**src/hw/usbgef_defines.svh**
```systemverilog
// constants for the usb global event flag block
//
// Contract
// - configured flag clears on hardware reset and on bus reset (SE0 >= 2.7 us)
// - wake flag (bit 5) sets on bus activity while suspended, not own resume
// - usb interrupt high while wake flag and its enable are both set
// - reset-end flag (bit 4) sets at end of bus reset; raises irq when enabled
// - frame-start flag (bit 3) sets on SOF PID; raises irq when enabled
// - suspend flag (bit 0) sets after 3 ms idle J; raises irq when enabled
// - event flags stay set until firmware clears them
// - reserved event bits 7-6, 2, 1 read zero; firmware writes them zero
// - enable register resets to 10h, only reset-end enable set
`ifndef USBGEF_DEFINES_SVH
`define USBGEF_DEFINES_SVH

// register indices; byte address is four times the index
`define USBGEF_CTRL_IDX      8'hbc
`define USBGEF_EVT_IDX       8'hbd
`define USBGEF_EN_IDX        8'hbe
`define USBGEF_CTRL_ADDR     ({2'h0, `USBGEF_CTRL_IDX, 2'h0})
`define USBGEF_EVT_ADDR      ({2'h0, `USBGEF_EVT_IDX, 2'h0})
`define USBGEF_EN_ADDR       ({2'h0, `USBGEF_EN_IDX, 2'h0})

// field positions
`define USBGEF_BIT_WAKE      5
`define USBGEF_BIT_RST_END   4
`define USBGEF_BIT_SOF       3
`define USBGEF_BIT_SUSP      0
`define USBGEF_BIT_CFG       1

// implemented bit masks and reset values
`define USBGEF_EVT_MASK      8'h39
`define USBGEF_CTRL_MASK     8'h02
`define USBGEF_EVT_RST       8'h00
`define USBGEF_EN_RST        8'h10
`define USBGEF_CTRL_RST      8'h00
`define USBGEF_BYTE_ZERO     8'h00
`define USBGEF_WORD_ZERO     32'h0000_0000

// line states as {dp, dm}
`define USBGEF_LINE_J        2'b10
`define USBGEF_LINE_SE0      2'b00

// timing
`define USBGEF_CLK_NS        20
`define USBGEF_BUS_RST_NS    2700
`define USBGEF_BUS_RST_CYC   ((`USBGEF_BUS_RST_NS + `USBGEF_CLK_NS - 1) / `USBGEF_CLK_NS)
`define USBGEF_SUSP_MS       3
`define USBGEF_SUSP_CYC      ((`USBGEF_SUSP_MS * 1000000) / `USBGEF_CLK_NS)
`define USBGEF_TMR_W         18

`endif

```
**src/hw/usbgef_pkg.sv**
```systemverilog
// types shared by the usb global event flag block
package usbgef_pkg;
	typedef logic [11:0] usbgef_addr_t;
	typedef logic [31:0] usbgef_word_t;
	typedef logic [1:0]  usbgef_line_t;
	typedef enum logic [1:0] {
		USBGEF_ST_ACTIVE  = 2'b00,
		USBGEF_ST_BUS_RST = 2'b01,
		USBGEF_ST_SUSP    = 2'b10
	} usbgef_state_t;
endpackage

```
**src/hw/usbgef_sync.sv**
```systemverilog
// three-stage synchroniser that passes a change once stages two and three agree
`timescale 1ns/1ps
module usbgef_sync #(
	parameter int          W    = 2,
	parameter logic [W-1:0] INIT = '0
) (
	input  wire logic         pclk,
	input  wire logic         presetn,
	input  wire logic [W-1:0] d,
	output logic      [W-1:0] q
);
	logic [W-1:0] s1_r;
	logic [W-1:0] s2_r;
	logic [W-1:0] s3_r;
	logic [W-1:0] q_r;

	// first stage feeds only the second
	always_ff @(posedge pclk or negedge presetn) begin
		if (!presetn) begin
			s1_r <= INIT;
			s2_r <= INIT;
			s3_r <= INIT;
			q_r  <= INIT;
		end else begin
			s1_r <= d;
			s2_r <= s1_r;
			s3_r <= s2_r;
			if (s2_r == s3_r) begin
				q_r <= s3_r; // glitch of one cycle never reaches q
			end
		end
	end

	assign q = q_r;
endmodule

```
**src/hw/usbgef_hold_timer.sv**
```systemverilog
// counts cycles a level is held and reports when the hold time is reached
`timescale 1ns/1ps
module usbgef_hold_timer #(
	parameter int W = 18,
	parameter int N = 135
) (
	input  wire logic pclk,
	input  wire logic presetn,
	input  wire logic level,
	output logic      expired
);
	logic [W-1:0] cnt_r;
	logic [W-1:0] cnt_nxt;
	logic         hit;

	// saturate at the limit so expired stays up while the level holds
	assign hit     = (cnt_r == W'(N));
	assign cnt_nxt = !level ? '0 : (hit ? cnt_r : cnt_r + 1'b1);
	assign expired = hit;

	always_ff @(posedge pclk or negedge presetn) begin
		if (!presetn) begin
			cnt_r <= '0;
		end else begin
			cnt_r <= cnt_nxt;
		end
	end
endmodule

```
**src/hw/usbgef_top.sv**
```systemverilog
// usb global event flags with apb register access and one interrupt line
`timescale 1ns/1ps
`include "usbgef_defines.svh"
module usbgef_top #(
	parameter int SUSP_CYC = `USBGEF_SUSP_CYC
) (
	input  wire logic                   pclk,
	input  wire logic                   presetn,
	input  wire logic                   psel,
	input  wire logic                   penable,
	input  wire logic                   pwrite,
	input  wire usbgef_pkg::usbgef_addr_t paddr,
	input  wire usbgef_pkg::usbgef_word_t pwdata,
	output usbgef_pkg::usbgef_word_t      prdata,
	output logic                        pready,
	output logic                        pslverr,
	input  wire logic                   usb_dp,
	input  wire logic                   usb_dm,
	input  wire logic                   sof_pid_det,
	input  wire logic                   upstream_resume,
	output logic                        usb_irq,
	output logic                        usb_suspended,
	output logic                        configured_flag
);
	import usbgef_pkg::*;

	usbgef_line_t  line;
	usbgef_state_t st_r;
	usbgef_state_t st_nxt;
	logic [7:0]    flags_r;
	logic [7:0]    flags_nxt;
	logic [7:0]    en_r;
	logic [7:0]    en_nxt;
	logic          cfg_r;
	logic          cfg_nxt;
	logic [7:0]    ev;
	logic [7:0]    clr_mask;
	logic [7:0]    rd_byte;
	usbgef_word_t  prdata_r;
	logic          pslverr_r;
	logic          line_j;
	logic          line_se0;
	logic          se0_long;
	logic          idle_long;
	logic          hit_ctrl;
	logic          hit_evt;
	logic          hit_en;
	logic          hit_any;
	logic          setup_ph;
	logic          wr_acc;
	logic          wr_evt;
	logic          wr_en;
	logic          wr_ctrl;
	logic          go_bus_rst;
	logic          go_susp;
	logic          go_rst_end;
	logic          go_wake;
	logic          leave_susp;

	// pins come from outside the clock domain
	usbgef_sync #(
		.W    (2),
		.INIT (`USBGEF_LINE_J)
	) u_line_sync (
		.pclk    (pclk),
		.presetn (presetn),
		.d       ({usb_dp, usb_dm}),
		.q       (line)
	);

	assign line_j   = (line == `USBGEF_LINE_J);
	assign line_se0 = (line == `USBGEF_LINE_SE0);

	// se0 long enough to count as a bus reset
	usbgef_hold_timer #(
		.W (`USBGEF_TMR_W),
		.N (`USBGEF_BUS_RST_CYC)
	) u_se0_timer (
		.pclk    (pclk),
		.presetn (presetn),
		.level   (line_se0),
		.expired (se0_long)
	);

	// continuous idle j before suspend
	usbgef_hold_timer #(
		.W (`USBGEF_TMR_W),
		.N (SUSP_CYC)
	) u_idle_timer (
		.pclk    (pclk),
		.presetn (presetn),
		.level   (line_j),
		.expired (idle_long)
	);

	// apb decode; zero wait states, read data captured in setup
	assign hit_ctrl = (paddr == `USBGEF_CTRL_ADDR);
	assign hit_evt  = (paddr == `USBGEF_EVT_ADDR);
	assign hit_en   = (paddr == `USBGEF_EN_ADDR);
	assign hit_any  = hit_ctrl | hit_evt | hit_en;
	assign setup_ph = psel & ~penable;
	assign wr_acc   = psel & penable & pwrite & hit_any;
	assign wr_evt   = wr_acc & hit_evt;
	assign wr_en    = wr_acc & hit_en;
	assign wr_ctrl  = wr_acc & hit_ctrl;
	assign pready   = 1'b1;
	assign pslverr  = pslverr_r & psel & penable;
	assign prdata   = prdata_r;

	// read mux; reserved bits are never stored so read zero
	assign rd_byte = hit_evt  ? flags_r :
	                 hit_en   ? en_r :
	                 hit_ctrl ? {6'h00, cfg_r, 1'b0} : `USBGEF_BYTE_ZERO;

	// link state tracking
	assign go_bus_rst = (st_r != USBGEF_ST_BUS_RST) & se0_long;
	assign go_susp    = (st_r == USBGEF_ST_ACTIVE) & idle_long & ~se0_long;
	assign go_rst_end = (st_r == USBGEF_ST_BUS_RST) & ~line_se0;
	assign leave_susp = (st_r == USBGEF_ST_SUSP) & ~line_j;
	assign go_wake    = leave_susp & ~upstream_resume; // own resume is not a wake

	always_comb begin
		st_nxt = st_r;
		unique case (st_r)
			USBGEF_ST_ACTIVE: begin
				if (se0_long) begin
					st_nxt = USBGEF_ST_BUS_RST;
				end else if (idle_long) begin
					st_nxt = USBGEF_ST_SUSP;
				end
			end
			USBGEF_ST_BUS_RST: begin
				if (!line_se0) begin
					st_nxt = USBGEF_ST_ACTIVE;
				end
			end
			USBGEF_ST_SUSP: begin
				if (se0_long) begin
					st_nxt = USBGEF_ST_BUS_RST;
				end else if (!line_j) begin
					st_nxt = USBGEF_ST_ACTIVE;
				end
			end
			default: begin
				st_nxt = USBGEF_ST_ACTIVE;
			end
		endcase
	end

	// event vector in register layout
	always_comb begin
		ev = `USBGEF_BYTE_ZERO;
		ev[`USBGEF_BIT_WAKE]    = go_wake;
		ev[`USBGEF_BIT_RST_END] = go_rst_end;
		ev[`USBGEF_BIT_SOF]     = sof_pid_det;
		ev[`USBGEF_BIT_SUSP]    = go_susp;
	end

	// write one to clear; the event ors in last so it wins
	assign clr_mask  = wr_evt ? pwdata[7:0] : `USBGEF_BYTE_ZERO;
	assign flags_nxt = ((flags_r & ~clr_mask) | ev) & `USBGEF_EVT_MASK;
	assign en_nxt    = wr_en ? (pwdata[7:0] & `USBGEF_EVT_MASK) : en_r;
	// bus reset beats a firmware set in the same cycle
	assign cfg_nxt   = go_bus_rst ? 1'b0 : (wr_ctrl ? pwdata[`USBGEF_BIT_CFG] : cfg_r);

	always_ff @(posedge pclk or negedge presetn) begin
		if (!presetn) begin
			st_r <= USBGEF_ST_ACTIVE;
		end else begin
			st_r <= st_nxt;
		end
	end

	// flag, enable and control registers
	always_ff @(posedge pclk or negedge presetn) begin
		if (!presetn) begin
			flags_r <= `USBGEF_EVT_RST;
			en_r    <= `USBGEF_EN_RST;
			cfg_r   <= 1'b0;
		end else begin
			flags_r <= flags_nxt;
			en_r    <= en_nxt;
			cfg_r   <= cfg_nxt;
		end
	end

	// read data and error flag settle in setup, stand through access
	always_ff @(posedge pclk or negedge presetn) begin
		if (!presetn) begin
			prdata_r  <= `USBGEF_WORD_ZERO;
			pslverr_r <= 1'b0;
		end else if (setup_ph) begin
			prdata_r  <= {24'h000000, rd_byte};
			pslverr_r <= ~hit_any;
		end
	end

	// level interrupt from any enabled flag
	assign usb_irq         = |(flags_r & en_r);
	assign usb_suspended   = (st_r == USBGEF_ST_SUSP);
	assign configured_flag = cfg_r;

	// helper state for checks
	logic init_done_r;
	logic wake_ok;
	always_ff @(posedge pclk or negedge presetn) begin
		if (!presetn) begin
			init_done_r <= 1'b0;
		end else begin
			init_done_r <= 1'b1;
		end
	end
	assign wake_ok = (st_r == USBGEF_ST_SUSP) & ~upstream_resume & ~line_j;
endmodule

```
**config.mk**
```make
export PLATFORM = sky130hd
export DESIGN_NAME = usbgef_top
export DESIGN_NICKNAME = d
export VERILOG_FILES = /design/src/hw/usbgef_pkg.sv /design/src/hw/usbgef_sync.sv /design/src/hw/usbgef_hold_timer.sv /design/src/hw/usbgef_top.sv
export VERILOG_INCLUDE_DIRS = /design/src /design/src/hw
export SDC_FILE = /design/constraint.sdc
export NUM_CORES = 1
export LEC_CHECK = 0
export BUFFER_PORTS_ARGS = -buffer_cell sky130_fd_sc_hd__buf_2
export CORE_MARGIN = 4
export CORE_UTILIZATION = 45
export DETAILED_ROUTE_END_ITERATION = 10
export PLACE_DENSITY = 0.81
export SLEW_MARGIN = 0
export SYNTH_ARGS = -nofsm -noshare
export SYNTH_HDL_FRONTEND = slang
export SYNTH_SLANG_ARGS = --single-unit
```
**constraint.sdc**
```tcl
create_clock -name pclk -period 1.9 [get_ports pclk]
set_input_delay 0.19 -clock pclk [delete_from_list [all_inputs] [get_ports pclk]]
set_output_delay 0.19 -clock pclk [all_outputs]
set_load 0.01 [all_outputs]
```
# Word-level counts from Yosys, hierarchy flattened
# Index checks and enable logic that the tools add are counted.
[word_totals] register_bits=64 input_bits=53 out_inout_bits=37
[classes] reduce_logical=5 n_mux=16 eq_ne=15 bitwise_logic=27 add_sub_neg=2
[op_table] op="$mux W18" count=4
[op_table] op="$add A18 B1 Y18 const B" count=2
[op_table] op="$eq A12 B10 Y1 const B" count=3
[op_table] op="$eq A18 B18 Y1 const B" count=1
[op_table] op="$eq A18 B8 Y1 const B" count=1
[op_table] op="$mux W6" count=3
[op_table] op="$and A1 B1 Y1" count=15
[op_table] op="$and A6 B6 Y6" count=2
[op_table] op="$mux W2" count=6
[op_table] op="$reduce_or A8 Y1" count=1
[op_table] op="$ne A2 B2 Y1 const B" count=3
[op_table] op="$not A1 Y1" count=6
[op_table] op="$not A6 Y6" count=1
[op_table] op="$or A6 B6 Y6" count=1
[op_table] op="$pmux W2 S3" count=1
[op_table] op="$eq A2 B2 Y1 const B" count=2
[op_table] op="$logic_not A2 Y1" count=2
[op_table] op="$ne A3 B2 Y1 const B" count=1
[op_table] op="$ne A3 B3 Y1 const B" count=1
[op_table] op="$reduce_and A3 Y1" count=1
[op_table] op="$eq A2 B1 Y1 const B" count=1
[op_table] op="$eq A2 B2 Y1" count=1
[op_table] op="$mux W1" count=2
[op_table] op="$ne A2 B1 Y1 const B" count=1
[op_table] op="2 further kinds" count=3

# Longest topological paths before layout
# Gate-level depths: netlist of the first run.
[depth] depth_word=9 mapped_depth=6

# Modules after synthesis
# From an unflattened synthesis of the first run, not the netlist that was laid out.
[unflattened] hier_cells=338 hier_area_um2=3333.2
[modules_own_cells] module="usbgef_top" seq_area_each_um2=426.7 cells_each=107 instances=1 area_per_inst_um2=1072.3
[modules_own_cells] module="usbgef_hold_timer at u_se0_timer" seq_area_each_um2=450.4 cells_each=111 instances=1 area_per_inst_um2=1029.7
[modules_own_cells] module="usbgef_hold_timer at u_idle_timer" seq_area_each_um2=450.4 cells_each=104 instances=1 area_per_inst_um2=975.9
[modules_own_cells] module="usbgef_sync" seq_area_each_um2=205.2 cells_each=16 instances=1 area_per_inst_um2=255.2

# Least setup slack after synthesis of the first run
# Ideal clock, no wire load.
[synth_timing] path_kind="reg-to-reg" start="register u_idle_timer.cnt_r[0]" end="register st_r[1]" path_stages_with_launch=7 period_less_slack_ps=1634 slack_ps=266 arrival_ps=1557 setup_ps=77 n_path_buf=0 cell_sequence="dfrtp_1 inv_1 ha_1 nor4bb_1 nand3_1 or4_1 a21oi_1"
[synth_between] elab_chain_len=3
[synth_lines] item="start, declared" line="usbgef_hold_timer.sv:12" source="logic [W-1:0] cnt_r;"
[synth_lines] item="start signal, assigned" line="usbgef_hold_timer.sv:25" source="cnt_r <= cnt_nxt;"
[synth_lines] item="$eq A18 B18 Y1" line="usbgef_hold_timer.sv:17" source="assign hit = (cnt_r == W'(N));"
[synth_lines] item="$ne A3 B3 Y1 (no source line)"
[synth_lines] item="$reduce_and A3 Y1 (no source line)"
[synth_lines] item="end signal, assigned" line="usbgef_top.sv:170" source="st_r <= st_nxt;"
[synth_lines] item="end, declared" line="usbgef_top.sv:28" source="usbgef_state_t st_r;"
# No other way between the ends.
# A chain may end at the register's enable or synchronous reset.

# Worst setup path after layout of the first run
# Same ends and word-level chain as after synthesis.

==> flow_summary.json, run 1 <==
{
  "status": "completed",
  "final_cell_mix": "56 x dfrtp_1, 34 x buf_2, 28 x conb_1, 24 x nor2_1, 21 x a21oi_1",
  "reg2reg_setup_slack_ns": 0.10,
  "fin_nets": 427,
  "cts_made_buffers": 9,
  "diodes": 0,
  "cellPowerDensity_mw_per_mm2": 823,
  "fin_area_mm2": 0.00375,
  "crit_fanout": 5,
  "cts_buffer_depth": 2,
  "hold_viol_final": 0,
  "synth-seq-cells": 61,
  "internal_power_uw": 2330,
  "synth_edf_count": 0,
  "p_sw_frac": 0.246,
  "path_delay_family": "simple AND/OR/NAND/NOR gates",
  "vias": 2522,
  "cts.root.buffer_cell": "clkbuf_8",
  "min_from": "upstream_resume",
  "worstPathCellList": "inv_1, ha_1, nor4bb_4, nand3_1, or4_1, a21oi_1",
  "crit_type": "reg2reg",
  "synth_cell_types": 52,
  "vdd_drop_max_mv": 0.435,
  "area_growth_pct": 15.4,
  "placed_cells": 452,
  "final_common_cell": "dfrtp_1",
  "grt_usage": 0.155,
  "initial_core_util": 0.470,
  "dominantRegCellSynth": "dfrtp_1",
  "setup_viol_count_final": 0,
  "core_mm2": 0.00691,
  "min_path_type": "in2reg",
  "critPathBufInv": 1,
  "ios": 90,
  "max_cap_violations": 0,
  "grt_max_degree": 62,
  "critical_path_required_ns": 2.17,
  "fin_skew_ns": 0.0102,
  "avgSynthCellArea_um2": 9.90,
  "power_frac_clock": 0.460,
  "seqPwrFrac": 0.452,
  "hpwl_um": 4350,
  "die_height_um": 93.0,
  "grt_pass1_vias": 2387,
  "io_buffers": 34,
  "period_needed_ns": 1.80,
  "endpoint_kind": "register",
  "drc": 0,
  "p_leak_uw": 0.00161,
  "startpoint_type": "register",
  "detail-route-antenna-nets": 0,
  "switchingPower_uw": 758,
  "syn_area_mm2": 0.00325,
  "antenna_found_initial": 0,
  "fmax_mhz": 556,
  "gp_routability_congestion": 0.837,
  "yosysWarnings": 0,
  "crit_path_top_delay_cell": "or4_1",
  "drtIter0Drc": 144,
  "cp_data_arrival_time_ns": 2.06,
  "critical_path.max_stage_delay_ns": 0.45,
  "crit_start": "u_idle_timer.cnt_r[0]",
  "dieArea_mm2": 0.00864,
  "cts_tree": "built",
  "clock_sinks": 61,
  "rows": 30,
  "async_flop_share": 1.00,
  "rr_startpoint": "u_idle_timer.cnt_r[0]",
  "maxSlewViolCount": 0,
  "syn_inst": 328,
  "via_per_inst": 5.34,
  "yosysSeqAreaShare": 0.472,
  "final_cells": 472,
  "clkLatencyLatePin_ns": 0.34,
  "die_x_um": 93.0,
  "wire_per_inst_um": 13.5,
  "wl_um": 6380,
  "final_layout_size_suffix_gt1_frac": 0.218,
  "grt_remaining_overflow": 0,
  "first_pass_iters": 5,
  "fill_cells": 595,
  "placement.cell_area_mm2": 0.00345,
  "cts_max_level": 3,
  "fin_util": 0.543,
  "grt_first_pass_wirelength_um": 10700,
  "comb_power_share": 0.089,
  "finalCritPeriodShare": 0.946,
  "path_clk_slew_ns": 0.08
}
## area by class of cell
type	instances	area, µm²	share of cell area
tap	96	120	0.0320
inverter	11	41.3	0.0110
multi-input combinational	244	1540	0.412
clock buffer	9	124	0.0330
sequential	61	1530	0.409
timing repair buffer	44	265	0.0707
clock inverter	7	123	0.0327
## power by group through the flow
stage	combinational, µW	clock (µW)	sequential [µW]
finish	273	1420	1390
global route	313	1510	1400
CTS	271	1440	1390
detailed placement	267	0	1420
global placement	257	0	1410
floorplan	217	0	1400
## sequential cells by signal, summed over array words and instances, names as in the netlist, 2 cells and up
signal	count
u_se0_timer.cnt_r	18
st_r	2
u_idle_timer.cnt_r	18
en_r	4
flags_r	4
u_line_sync.s1_r	2
u_line_sync.s2_r	2
u_line_sync.q	2
u_line_sync.s3_r	2
prdata	5
## logic make-up (layout without fill, tap and decap cells)
family,after synthesis,after routing,synth area share
DFF,61,61,0.472
muxes,7,7,0.0231
AOI/OAI and AO/OA,53,53,0.103
adders and majority gates,3,3,0.0116
and+or+nand+nor,133,133,0.245
other,2,28,0.00231
xor gates and xnor gates,20,20,0.0539
buffers and inverters,49,71,0.0890
## layer usage
layer,share of wire,global-route usage,up-vias
met5,0,0,-
met2,0.47,0.253,87
li1,-,-,1202
met3,0.054,0.0439,13
met1,0.45,0.186,1220
met4,0.026,0.0769,0
## metrics by stage
stage	hold slack [ns]	power (µW)	setup slack [ns]	TNS [ns]
floorplan	-0.106	1620	0.266	0
global placement	0.223	1670	0.147	0
detailed placement	0.224	1680	0.0798	0
CTS	0.0323	3100	0.0625	0
global route	0.0314	3220	-0.0122	-0.0167
finish	0.0319	3090	0.102	0
## final timing paths
kind,end,cells after the start
setup / recovery,st_r[1],6
hold reg to reg,u_line_sync.s2_r[0],0
min in group asynchronous,u_idle_timer.cnt_r[0],3
setup reg to reg,st_r[1],6
hold / removal,flags_r[5],2
max in group asynchronous,u_line_sync.s1_r[1],3
## cell usage after synthesis (all sizes together) (2+ instances only)
master,number,area share
dfrtp,56,0.43
buf,29,0.066
nor2,24,0.028
a21oi,21,0.032
nand2,17,0.020
nand3,17,0.028
xnor2,16,0.043
nor3,12,0.018
inv,11,0.013
o21ai,11,0.017
clkbuf,9,0.010
nor4,9,0.022
and2,8,0.015
nand4,7,0.018
nand2b,6,0.012
or3,6,0.013
dfstp,5,0.040
nor4b,5,0.017
a221o,4,0.012
and3,4,0.0077
and4,4,0.011
mux2,4,0.014
o31ai,4,0.0092
xor2,4,0.011
ha,3,0.012
mux2i,3,0.0092
or4,3,0.0069
a21bo,2,0.0062
a22oi,2,0.0046
a31o,2,0.0054
conb,2,0.0023
nor2b,2,0.0039
nor4bb,2,0.0062
o211ai,2,0.0046
or2,2,0.0039
## timing repair
| item | 4_1_cts | 5_1_grt |
|---|---|---|
| gates resized for setup | 0 | 3 |
| hold buffers | 3 | 0 |
| endpoints found under the setup margin | 0 | 3 |
| endpoints found under the hold margin | 58 | 0 |
| buffers inserted | 0 | 1 |
Note: power is estimated with default switching activity, not from simulation.
==> inputs of run 2 (changes only) <==
Settings changed: CORE_MARGIN 4 to unset.
==> run 2 against run 1 <==
  * Maximum frequency increased by 0.80%
  * Hold slack about the same
  * Non-clock buffer count increased by 1
  * Sequential power about the same
  * Final area decreased by 1.8%
  * Global-route usage increased by 2.8 points
  * Count of clock-buffer cells in the layout increased by 5
  * Worst setup slack improved by 0.014 ns
  * First-iteration DRC count decreased by 10%
  * Clock power decreased by 27%
==> flow_summary.json, run 2 (synthesis results as in run 1) <==
{
  "fin_nets": 428,
  "fin_area_mm2": 0.00368,
  "detail-route-antenna-nets": 0,
  "fin_skew_ns": 0.00875,
  "rows": 30,
  "grt_remaining_overflow": 0,
  "antenna_found_initial": 0,
  "fin_util": 0.536,
  "reg2reg_setup_slack_ns": 0.12,
  "final_cell_mix": "56 x dfrtp_1, 34 x buf_2, 28 x conb_1, 24 x nor2_1, 21 x a21oi_1",
  "initial_core_util": 0.473,
  "r2r-end": "st_r[1]",
  "final_layout_size_suffix_gt1_frac": 0.210,
  "cts_made_buffers": 9,
  "grt_usage": 0.183,
  "cp_data_arrival_time_ns": 2.05,
  "p_leak_uw": 0.00159,
  "cts_buffer_depth": 2,
  "drtIter0Drc": 129,
  "clock_sinks": 61,
  "first_pass_iters": 4,
  "period_needed_ns": 1.78,
  "fill_cells": 627,
  "path_clk_slew_ns": 0.06,
  "register_area_mm2": 0.00153,
  "grt_first_pass_wirelength_um": 10600,
  "grt_pass1_vias": 2401,
  "wl_um": 6250,
  "min_from": "sof_pid_det",
  "cts_max_level": 3,
  "clkLatencyLatePin_ns": 0.35,
  "rr_worst_depth": 6,
  "die_height_um": 87.0,
  "status": "completed",
  "hold_slack_ns": 0.0314,
  "ios": 90,
  "grt_max_degree": 62,
  "critical_path_required_ns": 2.17,
  "min_path_type": "in2reg",
  "finalCritPeriodShare": 0.939,
  "via_per_inst": 5.30,
  "core_mm2": 0.00687,
  "startpoint_type": "register",
  "die_x_um": 87.0,
  "max_cap_violations": 0,
  "placement.cell_area_mm2": 0.00346,
  "hold_viol_final": 0,
  "cts_tree": "built",
  "postCtsSetupBuffers": 0,
  "setup_viol_count_final": 0,
  "hold_path_depth": 2,
  "crit_type": "reg2reg",
  "rr_startpoint": "u_idle_timer.cnt_r[1]",
  "dieArea_mm2": 0.00756,
  "cellPowerDensity_mw_per_mm2": 734,
  "maxSlewViolCount": 0,
  "vias": 2503,
  "crit_fanout": 5,
  "final_common_cell": "dfrtp_1",
  "vdd_drop_max_mv": 0.441,
  "whs_endpoint": "flags_r[3]",
  "cts.root.buffer_cell": "clkbuf_8",
  "hpwl_um": 4480,
  "endpoint_kind": "register",
  "drc": 0,
  "fmax_mhz": 561,
  "gp_routability_congestion": 0.835,
  "area_growth_pct": 13.4,
  "wire_per_inst_um": 13.2,
  "io_buffers": 34,
  "diodes": 0,
  "multi_input_area_mm2": 0.00154
}
[run 2: cell count changes in the layout (fill, tap and decap cells not counted)]
cell and change:
clkinv_2 +1, bufinv_16 -3, inv_6 -1, nor3_2 -1, clkinv_4 -1, clkbuf_1 +2
nor3_1 +1, buf_4 +1, clkinvlp_4 -2, clkbuf_8 +3
[run 2: worst max path at each step]
stage / start / endpoint / slack, ns / cells after the start
6_report: u_idle_timer.cnt_r[1] / st_r[1] / 0.12 / 6
5_1_grt: u_idle_timer.cnt_r[1] / st_r[1] / -0.02 / 6
4_1_cts: u_idle_timer.cnt_r[1] / st_r[1] / 0.08 / 6
3_5_place_dp: u_idle_timer.cnt_r[1] / st_r[1] / 0.13 / 6
3_3_place_gp: u_idle_timer.cnt_r[1] / st_r[1] / 0.15 / 6
2_1_floorplan: u_idle_timer.cnt_r[0] / st_r[1] / 0.27 / 6
[run 2: timing repair]
item	in CTS	in global routing
endpoints found under the setup margin	0	2
hold buffers	3	0
endpoints found under the hold margin	58	0
gates resized for setup	0	2
[run 2: worst max-delay path: stages (launching register included)]
cell,delay (ns)
dfrtp_1,0.42
inv_1,0.09
ha_1,0.17
nor4bb_4,0.29
nand3_1,0.13
or4_1,0.47
a21oi_1,0.14
[run 2: where the power goes]
group,internal (µW),switching [µW],total [µW]
registers,1350,41.0,1390
logic,109,172,281
clock network,571,464,1040
total,2030,677,2700
[run 2: final cells by class]
type                       count  share of cell area
multi-input combinational    244               0.418
sequential                    61               0.416
timing repair buffer          45              0.0740
clock buffer                  14              0.0469
tap                           96              0.0326
inverter                      11              0.0112
clock inverter                 1             0.00136
[run 2: per-stage QoR]
stage	setup WS (ns)	power, µW	cells	TNS (ns)
after detailed placement	0.130	1680	454	0
final	0.116	2700	472	0
after floorplan	0.266	1620	354	0
after global routing	-0.0221	2840	472	-0.0260
after CTS	0.0814	2730	472	0
after global placement	0.146	1670	454	0
[run 2: per-layer routing]
layer / vias to the layer above / GRT usage / routed length [µm]
li1: 1203 / - / -
met2: 67 / 0.303 / 3050
met4: 0 / 0.123 / 195
met3: 17 / 0.0417 / 247
met1: 1216 / 0.211 / 2760
met5: - / 0 / 0
